[src/core/sns_pkg.sv]
// Purpose: shared constants for the subtract and nibble swap datapath
// Assumes: one core clock, four phases make one instruction cycle
// Notes: opcode field values follow the 14-bit instruction encoding
package sns_pkg;
	// ****************************************
	// widths and phases
	// ****************************************
	localparam int unsigned SNS_DATA_W = 8; // datapath width
	localparam int unsigned SNS_ADDR_W = 7; // file register address width
	localparam int unsigned SNS_INSN_W = 14; // instruction word width
	localparam int unsigned SNS_PHASES = 4; // phases per instruction cycle

	// ****************************************
	// opcode fields
	// ****************************************
	localparam logic [3:0] SNS_OP_SUB_REG = 4'h2; // bits 11:8 for reg subtract
	localparam logic [3:0] SNS_OP_SWAP = 4'he; // bits 11:8 for nibble swap
	localparam logic [1:0] SNS_GRP_REG = 2'h0; // bits 13:12 register group
	localparam logic [1:0] SNS_GRP_LIT = 2'h3; // bits 13:12 literal group
	localparam logic [2:0] SNS_OP_SUB_LIT = 3'h6; // bits 11:9 literal subtract
	localparam int unsigned SNS_DEST_BIT = 7; // destination select bit
	localparam logic [7:0] SNS_W_RESET = 8'h00; // accumulator reset value

	// operation decoded in the first phase
	typedef enum logic [1:0] {
		SNS_NONE,
		SNS_SUBLIT,
		SNS_SUBREG,
		SNS_SWAP
	} sns_op_e;

	// phase sequence of one instruction cycle
	typedef enum logic [1:0] {
		SNS_PH_DECODE,
		SNS_PH_READ,
		SNS_PH_PROCESS,
		SNS_PH_WRITE
	} sns_phase_e;
endpackage : sns_pkg

[src/core/sns_subtractor.sv]
// Purpose: 8-bit subtract with inverted-borrow carry and digit carry
// Assumes: pure combinational, used inside one phase
// Notes: result is minuend minus subtrahend, wrapped to 8 bits
module sns_subtractor
	import sns_pkg::*;
(
	// operands
	input wire logic [SNS_DATA_W-1:0] minuend,
	input wire logic [SNS_DATA_W-1:0] subtrahend,
	// results
	output logic [SNS_DATA_W-1:0] diff,
	output logic carry_no_borrow,
	output logic digit_carry
);
	// ****************************************
	// arithmetic
	// ****************************************
	logic [SNS_DATA_W:0] full_sum; // minuend plus complement plus one
	logic [4:0] low_sum; // low nibble sum for digit carry

	// two's complement add; the top bit is the inverted borrow
	always_comb begin
		full_sum = {1'b0, minuend} + {1'b0, ~subtrahend} + 9'h001;
		low_sum = {1'b0, minuend[3:0]} + {1'b0, ~subtrahend[3:0]} + 5'h01;
		diff = full_sum[SNS_DATA_W-1:0];
		carry_no_borrow = full_sum[SNS_DATA_W];
		digit_carry = low_sum[4];
	end
endmodule : sns_subtractor

[src/core/sns_datapath.sv]
// Purpose: execute literal subtract, register subtract and nibble swap
// Assumes: insn valid in the decode phase, ignored in the other three phases
// Notes: other opcodes leave accumulator, flags and registers alone
//
// What this block does
// - swap exchanges register nibbles, flags untouched
// - swap destination zero writes accumulator only
// - swap destination one writes register back
// - literal subtract: decode, read, process, write phases
// - positive difference sets carry to one
// - zero difference also sets carry to one
// - negative difference clears carry, keeps wrapped result
// - literal subtract computes literal minus accumulator
// - literal subtract writes accumulator, updates three flags
module sns_datapath
	import sns_pkg::*;
(
	// clock and reset
	input wire logic sys_clk,
	input wire logic rst,
	// instruction in
	input wire logic [SNS_INSN_W-1:0] insn,
	// file register read port
	output logic [SNS_ADDR_W-1:0] reg_addr,
	input wire logic [SNS_DATA_W-1:0] reg_rdata,
	// file register write port
	output logic reg_we,
	output logic [SNS_DATA_W-1:0] reg_wdata,
	// architectural state
	output logic [SNS_DATA_W-1:0] acc_q,
	output logic carry_flag,
	output logic digit_carry_flag,
	output logic zero_flag,
	// phase indication
	output logic cycle_start
);
	// ****************************************
	// phase sequencer
	// ****************************************
	sns_phase_e phase_q; // current phase
	sns_op_e op_q; // op latched at decode
	logic dest_q; // destination bit latched at decode
	logic [SNS_DATA_W-1:0] lit_q; // literal latched at decode
	logic [SNS_ADDR_W-1:0] addr_q; // register address latched at decode
	logic [SNS_DATA_W-1:0] opnd_q; // operand read in second phase
	logic [SNS_DATA_W-1:0] res_q; // result computed in third phase
	logic c_q; // carry computed in third phase
	logic dc_q; // digit carry computed in third phase
	logic c_flag_q; // carry flag
	logic dc_flag_q; // digit carry flag
	logic z_flag_q; // zero flag
	logic we_q; // register write strobe
	logic [SNS_DATA_W-1:0] wdata_q; // register write data

	// decode of the incoming word
	function automatic sns_op_e decode_op(input logic [SNS_INSN_W-1:0] w);
		sns_op_e r;
		r = SNS_NONE;
		if (w[13:12] == SNS_GRP_LIT && w[11:9] == SNS_OP_SUB_LIT) begin
			r = SNS_SUBLIT;
		end else if (w[13:12] == SNS_GRP_REG && w[11:8] == SNS_OP_SUB_REG) begin
			r = SNS_SUBREG;
		end else if (w[13:12] == SNS_GRP_REG && w[11:8] == SNS_OP_SWAP) begin
			r = SNS_SWAP;
		end
		return r;
	endfunction : decode_op

	// four phases, one instruction cycle
	always_ff @(posedge sys_clk or posedge rst) begin
		if (rst) begin
			phase_q <= SNS_PH_DECODE;
		end else begin
			unique case (phase_q)
				SNS_PH_DECODE: phase_q <= SNS_PH_READ;
				SNS_PH_READ: phase_q <= SNS_PH_PROCESS;
				SNS_PH_PROCESS: phase_q <= SNS_PH_WRITE;
				SNS_PH_WRITE: phase_q <= SNS_PH_DECODE;
			endcase
		end
	end

	// ****************************************
	// decode phase
	// ****************************************
	// latch operation fields
	always_ff @(posedge sys_clk or posedge rst) begin
		if (rst) begin
			op_q <= SNS_NONE;
			dest_q <= 1'b0;
			lit_q <= 8'h00;
			addr_q <= '0;
		end else if (phase_q == SNS_PH_DECODE) begin
			op_q <= decode_op(insn);
			dest_q <= insn[SNS_DEST_BIT];
			lit_q <= insn[SNS_DATA_W-1:0];
			addr_q <= insn[SNS_ADDR_W-1:0];
		end
	end

	// ****************************************
	// read phase
	// ****************************************
	// literal or register operand
	always_ff @(posedge sys_clk or posedge rst) begin
		if (rst) begin
			opnd_q <= 8'h00;
		end else if (phase_q == SNS_PH_READ) begin
			opnd_q <= (op_q == SNS_SUBLIT) ? lit_q : reg_rdata;
		end
	end

	// ****************************************
	// process phase
	// ****************************************
	logic [SNS_DATA_W-1:0] sub_diff; // subtractor result
	logic sub_c; // inverted borrow
	logic sub_dc; // nibble inverted borrow

	sns_subtractor u_sub (
		.minuend(opnd_q),
		.subtrahend(acc_q),
		.diff(sub_diff),
		.carry_no_borrow(sub_c),
		.digit_carry(sub_dc)
	);

	// compute result and candidate flags
	always_ff @(posedge sys_clk or posedge rst) begin
		if (rst) begin
			res_q <= 8'h00;
			c_q <= 1'b0;
			dc_q <= 1'b0;
		end else if (phase_q == SNS_PH_PROCESS) begin
			if (op_q == SNS_SWAP) begin
				res_q <= {opnd_q[3:0], opnd_q[7:4]};
			end else begin
				res_q <= sub_diff;
			end
			c_q <= sub_c;
			dc_q <= sub_dc;
		end
	end

	// ****************************************
	// write phase
	// ****************************************
	logic is_sub; // either subtraction
	logic to_acc; // result goes to accumulator
	assign is_sub = (op_q == SNS_SUBLIT) || (op_q == SNS_SUBREG);
	assign to_acc = (op_q == SNS_SUBLIT) || (op_q != SNS_NONE && !dest_q);

	// accumulator update
	always_ff @(posedge sys_clk or posedge rst) begin
		if (rst) begin
			acc_q <= SNS_W_RESET;
		end else if (phase_q == SNS_PH_WRITE && to_acc) begin
			acc_q <= res_q;
		end
	end

	// flags change only on subtraction
	always_ff @(posedge sys_clk or posedge rst) begin
		if (rst) begin
			c_flag_q <= 1'b0;
			dc_flag_q <= 1'b0;
			z_flag_q <= 1'b0;
		end else if (phase_q == SNS_PH_WRITE && is_sub) begin
			c_flag_q <= c_q;
			dc_flag_q <= dc_q;
			z_flag_q <= (res_q == 8'h00);
		end
	end

	// register write-back strobe, one cycle after the write phase
	always_ff @(posedge sys_clk or posedge rst) begin
		if (rst) begin
			we_q <= 1'b0;
			wdata_q <= 8'h00;
		end else begin
			we_q <= phase_q == SNS_PH_WRITE && dest_q
				&& (op_q == SNS_SWAP || op_q == SNS_SUBREG);
			wdata_q <= res_q;
		end
	end

	assign reg_addr = addr_q;
	assign reg_we = we_q;
	assign reg_wdata = wdata_q;
	assign carry_flag = c_flag_q;
	assign digit_carry_flag = dc_flag_q;
	assign zero_flag = z_flag_q;
	assign cycle_start = (phase_q == SNS_PH_DECODE);

	// ****************************************
	// assertions
	// ****************************************
	// flags must not move on a swap
	swap_flags_kept_a: assert property (@(posedge sys_clk)
		disable iff (rst)
		phase_q == SNS_PH_WRITE && op_q == SNS_SWAP |=> $stable(c_flag_q)
		&& $stable(z_flag_q) && $stable(dc_flag_q))
		else $error("swap changed a flag");
	// swapped operand lands in the accumulator
	swap_to_acc_a: assert property (@(posedge sys_clk)
		disable iff (rst)
		phase_q == SNS_PH_READ && op_q == SNS_SWAP && !dest_q
		|=> ##2 acc_q == {$past(opnd_q[3:0], 2), $past(opnd_q[7:4], 2)})
		else $error("swap to accumulator wrong");
	swap_no_write_a: assert property (@(posedge sys_clk)
		disable iff (rst)
		phase_q == SNS_PH_WRITE && op_q == SNS_SWAP && !dest_q |=> !we_q)
		else $error("swap wrote register with dest zero");
	// write-back data is the operand with nibbles exchanged
	swap_write_back_a: assert property (@(posedge sys_clk)
		disable iff (rst)
		phase_q == SNS_PH_WRITE && op_q == SNS_SWAP && dest_q
		|=> we_q && $stable(acc_q)
		&& wdata_q == {$past(opnd_q[3:0]), $past(opnd_q[7:4])})
		else $error("swap write-back missing");
	phase_order_a: assert property (@(posedge sys_clk)
		disable iff (rst)
		phase_q == SNS_PH_DECODE |=> phase_q == SNS_PH_READ
		##1 phase_q == SNS_PH_PROCESS ##1 phase_q == SNS_PH_WRITE)
		else $error("phase order broken");
	carry_set_a: assert property (@(posedge sys_clk)
		disable iff (rst)
		phase_q == SNS_PH_PROCESS && is_sub && opnd_q >= acc_q
		|=> ##1 c_flag_q)
		else $error("carry not set without borrow");
	borrow_clear_a: assert property (@(posedge sys_clk)
		disable iff (rst)
		phase_q == SNS_PH_PROCESS && is_sub && opnd_q < acc_q
		|=> ##1 !c_flag_q && !z_flag_q)
		else $error("borrow not shown");
	lit_result_a: assert property (@(posedge sys_clk)
		disable iff (rst)
		phase_q == SNS_PH_PROCESS && op_q == SNS_SUBLIT
		|=> ##1 acc_q == 8'(lit_q - $past(acc_q, 2))
		&& z_flag_q == (acc_q == 8'h00))
		else $error("literal subtract wrong");
	// low nibble borrow, worked out from the operands seen in process
	digit_carry_a: assert property (@(posedge sys_clk)
		disable iff (rst)
		phase_q == SNS_PH_PROCESS && is_sub
		|=> ##1 digit_carry_flag
		== ($past(opnd_q[3:0], 2) >= $past(acc_q[3:0], 2)))
		else $error("digit carry wrong");
	// difference goes to exactly one destination
	reg_sub_dest_a: assert property (@(posedge sys_clk)
		disable iff (rst)
		phase_q == SNS_PH_WRITE && op_q == SNS_SUBREG
		|=> we_q == dest_q && (dest_q
		? $stable(acc_q) && wdata_q == 8'($past(opnd_q) - $past(acc_q))
		: acc_q == 8'($past(opnd_q) - $past(acc_q))))
		else $error("register subtract destination wrong");
	sub_lit_c: cover property (@(posedge sys_clk) disable iff (rst)
		phase_q == SNS_PH_WRITE && op_q == SNS_SUBLIT);
	sub_reg_c: cover property (@(posedge sys_clk) disable iff (rst)
		phase_q == SNS_PH_WRITE && op_q == SNS_SUBREG && dest_q);
	swap_c: cover property (@(posedge sys_clk) disable iff (rst)
		phase_q == SNS_PH_WRITE && op_q == SNS_SWAP && !dest_q);
	borrow_c: cover property (@(posedge sys_clk) disable iff (rst)
		phase_q == SNS_PH_PROCESS && is_sub && opnd_q < acc_q);
endmodule : sns_datapath

[config.mk]
export PLATFORM = sky130hd
export DESIGN_NAME = sns_datapath
export DESIGN_NICKNAME = d
export VERILOG_FILES = /design/src/core/sns_pkg.sv /design/src/core/sns_subtractor.sv /design/src/core/sns_datapath.sv
export SDC_FILE = /design/constraint.sdc
export NUM_CORES = 1
export LEC_CHECK = 0
export BUFFER_PORTS_ARGS = -buffer_cell sky130_fd_sc_hd__buf_2
export CORE_MARGIN = 1
export CORE_UTILIZATION = 45
export DETAILED_ROUTE_END_ITERATION = 8
export PLACE_DENSITY = 0.71
export SETUP_SLACK_MARGIN = 0.4
export SLEW_MARGIN = 5
export SYNTH_ARGS = -nofsm -noshare
export SYNTH_HDL_FRONTEND = slang
export SYNTH_SLANG_ARGS = --single-unit
export TNS_END_PERCENT = 100
[constraint.sdc]
create_clock -name sys_clk -period 1.7 [get_ports sys_clk]
set_input_delay 0.17 -clock sys_clk [delete_from_list [all_inputs] [get_ports sys_clk]]
set_output_delay 0.17 -clock sys_clk [all_outputs]
set_load 0.03 [all_outputs]
==> Word-level counts from Yosys, hierarchy flattened <==
Index checks and enable logic that the tools add are counted.
{ "totals": {"ff_bits": 58, "in_bits": 24, "out_inout_bits": 28, "word_cells": 53} }
{ "classes": {"add_sub_neg": 4, "eq_ne": 10, "mux": 6, "bitwise": 2, "n_reduce_logical": 16} }
{ "ops": {"columns": ["operator", "n"], "rows": [
  ["8-bit two-way mux", 2],
  ["2-bit == test, second input constant", 5],
  ["8-bit by 8-bit adder with 9-bit output", 1],
  ["9-bit by 1-bit adder with 9-bit output, second input constant", 1],
  ["1-bit logical AND", 8],
  ["8-bit zero test", 1],
  ["8-bit NOT", 1],
  ["2-bit one-hot mux with 4 select lines", 1],
  ["2-bit two-way mux", 3],
  ["4-bit by 4-bit adder with 5-bit output", 1],
  ["5-bit by 1-bit adder with 5-bit output, second input constant", 1],
  ["2-bit by 1-bit == test with 1-bit output, second input constant", 2],
  ["4-bit by 2-bit == test with 1-bit output, second input constant", 1],
  ["4-bit == test, second input constant", 1],
  ["2-bit zero test", 2],
  ["4-bit NOT", 1],
  ["3-bit == test, second input constant", 1],
  ["1-bit logical OR", 3],
  ["2-bit nonzero test", 1],
  ["1-bit zero test", 1]
]} }

==> Logic depth before layout (Yosys ltp) <==
{ "logic_depth": {"word_depth": 5, "depth_mapped": 8, "mapped_depth_nobuf": 8} }

==> Cells and area by module <==
A second synthesis with hierarchy kept.
{ "unflattened": {"cells_unflattened": 202, "hier_area_um2": 2413.6} }
{ "by_module_without_submodules": {"columns": ["module", "n_inst", "cells_per_inst", "area_each_um2", "seq_area_each_um2"], "rows": [
  ["sns_datapath", 1, 156, 2058.2, 1251.2],
  ["sns_subtractor", 1, 46, 355.3, 0.0]
]} }

==> Worst setup path before layout <==
OpenSTA, ideal clock, no wires.
{ "synth_path": {"kind": "register to register", "start": "reg acc_q[1]", "end": "reg res_q[5]", "setup_ns": 0.069, "t_arrival_ns": 2.019, "t_required_ns": 1.631, "slack_ns": -0.388, "path_stages_with_launch": 8, "n_path_buf": 0, "period_less_slack_ns": 2.088, "path_cell_list": "dfrtp_1 > inv_1 > ha_1 > nor2b_4 > o31a_1 > o21a_1 > or4b_1 > nand3_1"} }
{ "synth_between": {"elab_chain_cells": 4} }
{ "synth_lines": {"columns": ["element", "line_no", "text"], "rows": [
  ["start, declared", "sns_datapath.sv:30", "output logic [SNS_DATA_W-1:0] acc_q,"],
  ["start signal, assigned", "sns_datapath.sv:158", "acc_q <= res_q;"],
  ["8-bit NOT", "sns_subtractor.sv:23", "full_sum = {1'b0, minuend} + {1'b0, ~subtrahend} + 9'h001;"],
  ["8-bit by 8-bit adder with 9-bit output", "sns_subtractor.sv:23", null],
  ["9-bit by 1-bit adder with 9-bit output", "sns_subtractor.sv:23", null],
  ["8-bit two-way mux", "sns_datapath.sv:135", "if (op_q == SNS_SWAP) begin"],
  ["end signal, assigned", "sns_datapath.sv:136", "res_q <= {opnd_q[3:0], opnd_q[7:4]};"],
  ["end signal, assigned", "sns_datapath.sv:138", "res_q <= sub_diff;"],
  ["end, declared", "sns_datapath.sv:46", "logic [SNS_DATA_W-1:0] res_q;"]
]} }
Every way passes these cells.
A chain may end at the register's enable or synchronous reset.

==> Final worst setup path <==
{ "layout_path": {"start": "reg acc_q[1]", "end": "reg res_q[4]"} }
The elaborated chain is that of the path after synthesis.

==> reports/qor.csv <==
stage;metric;value;unit
setup_path;Critical Path AT;2.10;ns
timing;RSZ-0062 raised after global routing;true;
setup_path;reg2reg start;acc_q[1]$_DFFE_PP0P_;
detailed_routing;WL/cell;14.6;um
global_routing;global-route wire length before repair;8580;um
setup_path;Bufs and invs on worst path;1;
timing;Clock Skew;0.00719;ns
floorplanning;die footprint;5620;um2
setup_path;setup slack, reg-to-reg;-0.16;ns
cts;CTS tree;built;
setup_path;delay-heaviest family, CP;compound AO/OA/AOI/OAI gates;
job;max_cap viols;0;
logic_synthesis;syn nets;253;
setup_path;CP Cell Sequence;buf_4, fa_2, nor2b_4, o21ai_4, nor3b_1, o311ai_1, o21a_1;
hold_path;Hold WC Path Type;primary input to flop;
logic_synthesis;register area share after synthesis;52.2;%
global_routing;number of global-route vias before repair;1869;
setup_path;CP max stage cell;dfrtp_2;
setup_path;CP Max Fanout;4;
pwr;Max VDD drop;730;uV
pwr;sequential power share;41.5;%
status;status;complete, but fails checks;
timing;share of the clock period used by the worst path;109;%
setup_path;Worst Setup End Kind;flop;
pwr;Power Total;4.14;mW
cts;CTS root buf;clkbuf_8;
timing;final worst path period need;1.86;ns
floorplanning;I/O Pins;52;
setup_path;Worst Reg2Reg Path Length in Cells;7;
cts;clock sink count;50;
logic_synthesis;cell taking the most area after synthesis;dfrtp_1;
pwr;Int Power;2.60;mW
cells_and_area;Reg area;1260;um2
cells_and_area;fill count;395;
global_routing;gr usage total;20.9;%
setup_path;Worst Setup SP;acc_q[1]$_DFFE_PP0P_;
logic_synthesis;synth unique cells;36;
setup_path;R2R Path End;res_q[4]$_DFFE_PP0P_;
cells_and_area;area of the multi-input gates;1280;um2
setup_path;CP required;1.94;ns
detailed_routing;Routed WL;5380;um
floorplanning;Core Area;5110;um2
place;buffers added on ports;51;
detailed_routing;post-route ant nets;0;
global_routing;met2 Usage GRT;34.8;%
setup_path;CP max stage delay;0.43;ns
pwr;Leak;1.61;nW
cts;CTS Buffer Depth;2;
logic_synthesis;syn_area_per_cell;11.3;um2
cts;Worst-path clk slew;0.09;ns
setup_path;Levels on crit path;7;
detailed_routing;post-DR vias/cell;5.20;
cts;Clock Latency Late Sink;0.30;ns
timing;Final TNS setup;-0.463;ns
cells_and_area;area grow syn2layout;42.0;%
logic_synthesis;Post-synth EDFFs;0;
detailed_routing;routed vias;1920;
global_routing;initial antenna violation count;0;
logic_synthesis;Main synth FF type;dfrtp_1;
place;placed inst area;2970;um2
logic_synthesis;Synth warnings;0;
pwr;P_sw;1.53;mW
floorplanning;Die Y;75.0;um
cts;clock buffer count from CTS;5;
logic_synthesis;Async S/R FF share, synth;100;%
timing;final hold vios;0;
timing;Final Setup Violations;5;
logic_synthesis;leading post-synthesis cells by cell area;dfrtp_1, mux2_2, ha_1, mux2i_1, nor2_1;
pwr;Gate power share;41.9;%
detailed_routing;Initial DRT Pass Iterations;4;
place;Final HPWL DP;3730;um
detailed_routing;Post-route DRC;0;
pwr;P per Cell Area;1220;nW/um2
cells_and_area;share of post-route cells with drive strength above 1;50.5;%
cells_and_area;Post-layout nets;339;
logic_synthesis;Synth top area share;52.2;%
pwr;Clock power frac;16.6;%
setup_path;end point of the critical path;res_q[4]$_DFFE_PP0P_;
global_routing;M1 GR Usage;26.9;%
cells_and_area;final core occ;66.6;%
floorplanning;Initial Util;46.9;%
global_routing;busiest grt layer;met2;
global_routing;met3 Use GR;4.42;%
logic_synthesis;Cells after Synth;213;
setup_path;Startpoint Class;flop;
timing;max-slew violation count;0;
logic_synthesis;synth cell count leaders;dfrtp_1, mux2_2, nor2_1;
logic_synthesis;Mapped Area;2400;um2
setup_path;critical setup path kind;flop to flop;
cells_and_area;Finished Cell Area;3400;um2
cts;CTS H-tree lvls;2;
place;Final Wtd Congestion;0.877;
floorplanning;die span in x;75.0;um
timing;final setup margin;-0.159;ns
logic_synthesis;Seq cells post-synth;50;
timing;Fmax;538;MHz
global_routing;largest net degree at the start of global routing;30;
timing;Worst-Margin Slew;0.488;ns
global_routing;GRT Residual Overflow;0;
detailed_routing;First DRT Iteration DRCs;74;
floorplanning;row count;26;
pwr;switching share of power;37.0;%
cells_and_area;ant diodes;0;
logic_synthesis;count leader, synth;dfrtp_1;
timing;Worst slew margin;67.4;%
timing;worst hold slack;0.0931;ns
status;failing checks;setup timing;
## flip-flops by register name, summed over array words and instances, names as in the netlist
register,cells
reg_we,1
op_q,2
acc_q,8
lit_q,7
zero_flag,1
carry_flag,1
opnd_q,8
dest_q,1
phase_q,2
dc_q,1
res_q,8
reg_wdata,8
digit_carry_flag,1
c_q,1
## power by group through the flow
| stage | sequential [mW] | clock (mW) | combinational, mW |
|---|---|---|---|
| finish | 1.72 | 0.688 | 1.73 |
| global route | 1.77 | 0.747 | 1.88 |
| CTS | 1.72 | 0.709 | 1.60 |
| detailed placement | 1.74 | 0 | 1.47 |
| global placement | 1.72 | 0 | 1.44 |
| floorplan | 2.05 | 0 | 0.623 |
## how the worst min path moves through the flow
| stage | from | to | slack (ns) | cells after the start |
|---|---|---|---|---|
| 2_1_floorplan | rst | acc_q[3]$_DFFE_PP0P_ | 0.21 | 1 |
| 5_1_grt | insn[4] | lit_q[4]$_DFFE_PP0P_ | 0.08 | 2 |
| 3_5_place_dp | rst | reg_wdata[2]$_DFF_PP0_ | 0.23 | 2 |
| 3_3_place_gp | rst | reg_wdata[2]$_DFF_PP0_ | 0.22 | 2 |
| 6_report | insn[1] | lit_q[1]$_DFFE_PP0P_ | 0.09 | 2 |
| 4_1_cts | insn[1] | lit_q[1]$_DFFE_PP0P_ | 0.08 | 2 |
## cells by family (layout without fill, tap and decap cells)
kind of cell | after synthesis | in the layout | share of synthesized area (%)
buffers and inverters | 25 | 111 | 3.91
flip-flops | 50 | 50 | 52.2
AND/OR/NAND/NOR | 50 | 50 | 10.7
adder cells (fa/ha/maj) | 16 | 16 | 8.66
XOR/XNOR | 1 | 1 | 0.365
AO/OA/AOI/OAI | 41 | 41 | 10.6
multiplexers | 30 | 30 | 13.6
## cell usage in the layout, fill, tap and decap left out, types with 2 or more instances in the layout
cell,netlist,layout
buf_4,0,23
nor3b_1,2,2
nand2_1,8,7
buf_6,0,8
mux2i_1,10,8
nor2b_1,5,3
o21ai_0,9,6
nand2b_1,2,2
a21oi_2,0,2
o21a_1,3,3
buf_12,0,2
nand3_1,5,4
clkbuf_8,0,6
buf_2,0,50
dfrtp_2,0,4
nor2_1,19,19
ha_1,15,5
a31oi_1,4,3
a21o_1,3,3
nor4_1,2,2
inv_2,0,5
dfrtp_1,50,46
o21ai_1,1,3
buf_8,0,3
ha_2,0,4
a21oi_1,13,11
ha_4,0,6
inv_1,17,9
mux2_2,20,8
nor2b_4,1,3
mux2_4,0,12
## cell type report
| cell class | count | share of cell area [%] |
|---|---|---|
| well taps | 70 | 2.57 |
| multi-input cells | 138 | 37.8 |
| repair buffers | 87 | 17.9 |
| inverters | 17 | 2.35 |
| flip-flops and latches | 50 | 36.9 |
| clock buffers | 7 | 2.54 |
## metrics by stage
| stage | cells | setup WS, ns |
|---|---|---|
| floorplan | 213 | -0.242 |
| global placement | 347 | -0.172 |
| detailed placement | 347 | -0.224 |
| CTS | 366 | -0.142 |
| global route | 369 | -0.248 |
| finish | 369 | -0.159 |
## repair_timing
| item | 4_1_cts | 5_1_grt |
|---|---|---|
| hold buffers | 1 | 0 |
| resized for setup | 44 | 17 |
| hold endpoints to repair | 21 | 0 |
| setup endpoints to repair | 30 | 38 |
| setup buffers | 11 | 3 |
| pin swaps | 9 | 13 |
## routing by layer
| metal | part of all wire [%] | routed length [um] |
|---|---|---|
| met1 | 45 | 2400 |
| met2 | 50 | 2670 |
| met3 | 4.8 | 256 |
| met4 | 1.1 | 57 |
| met5 | 0 | 0 |
Power figures use the tool's default switching activity.
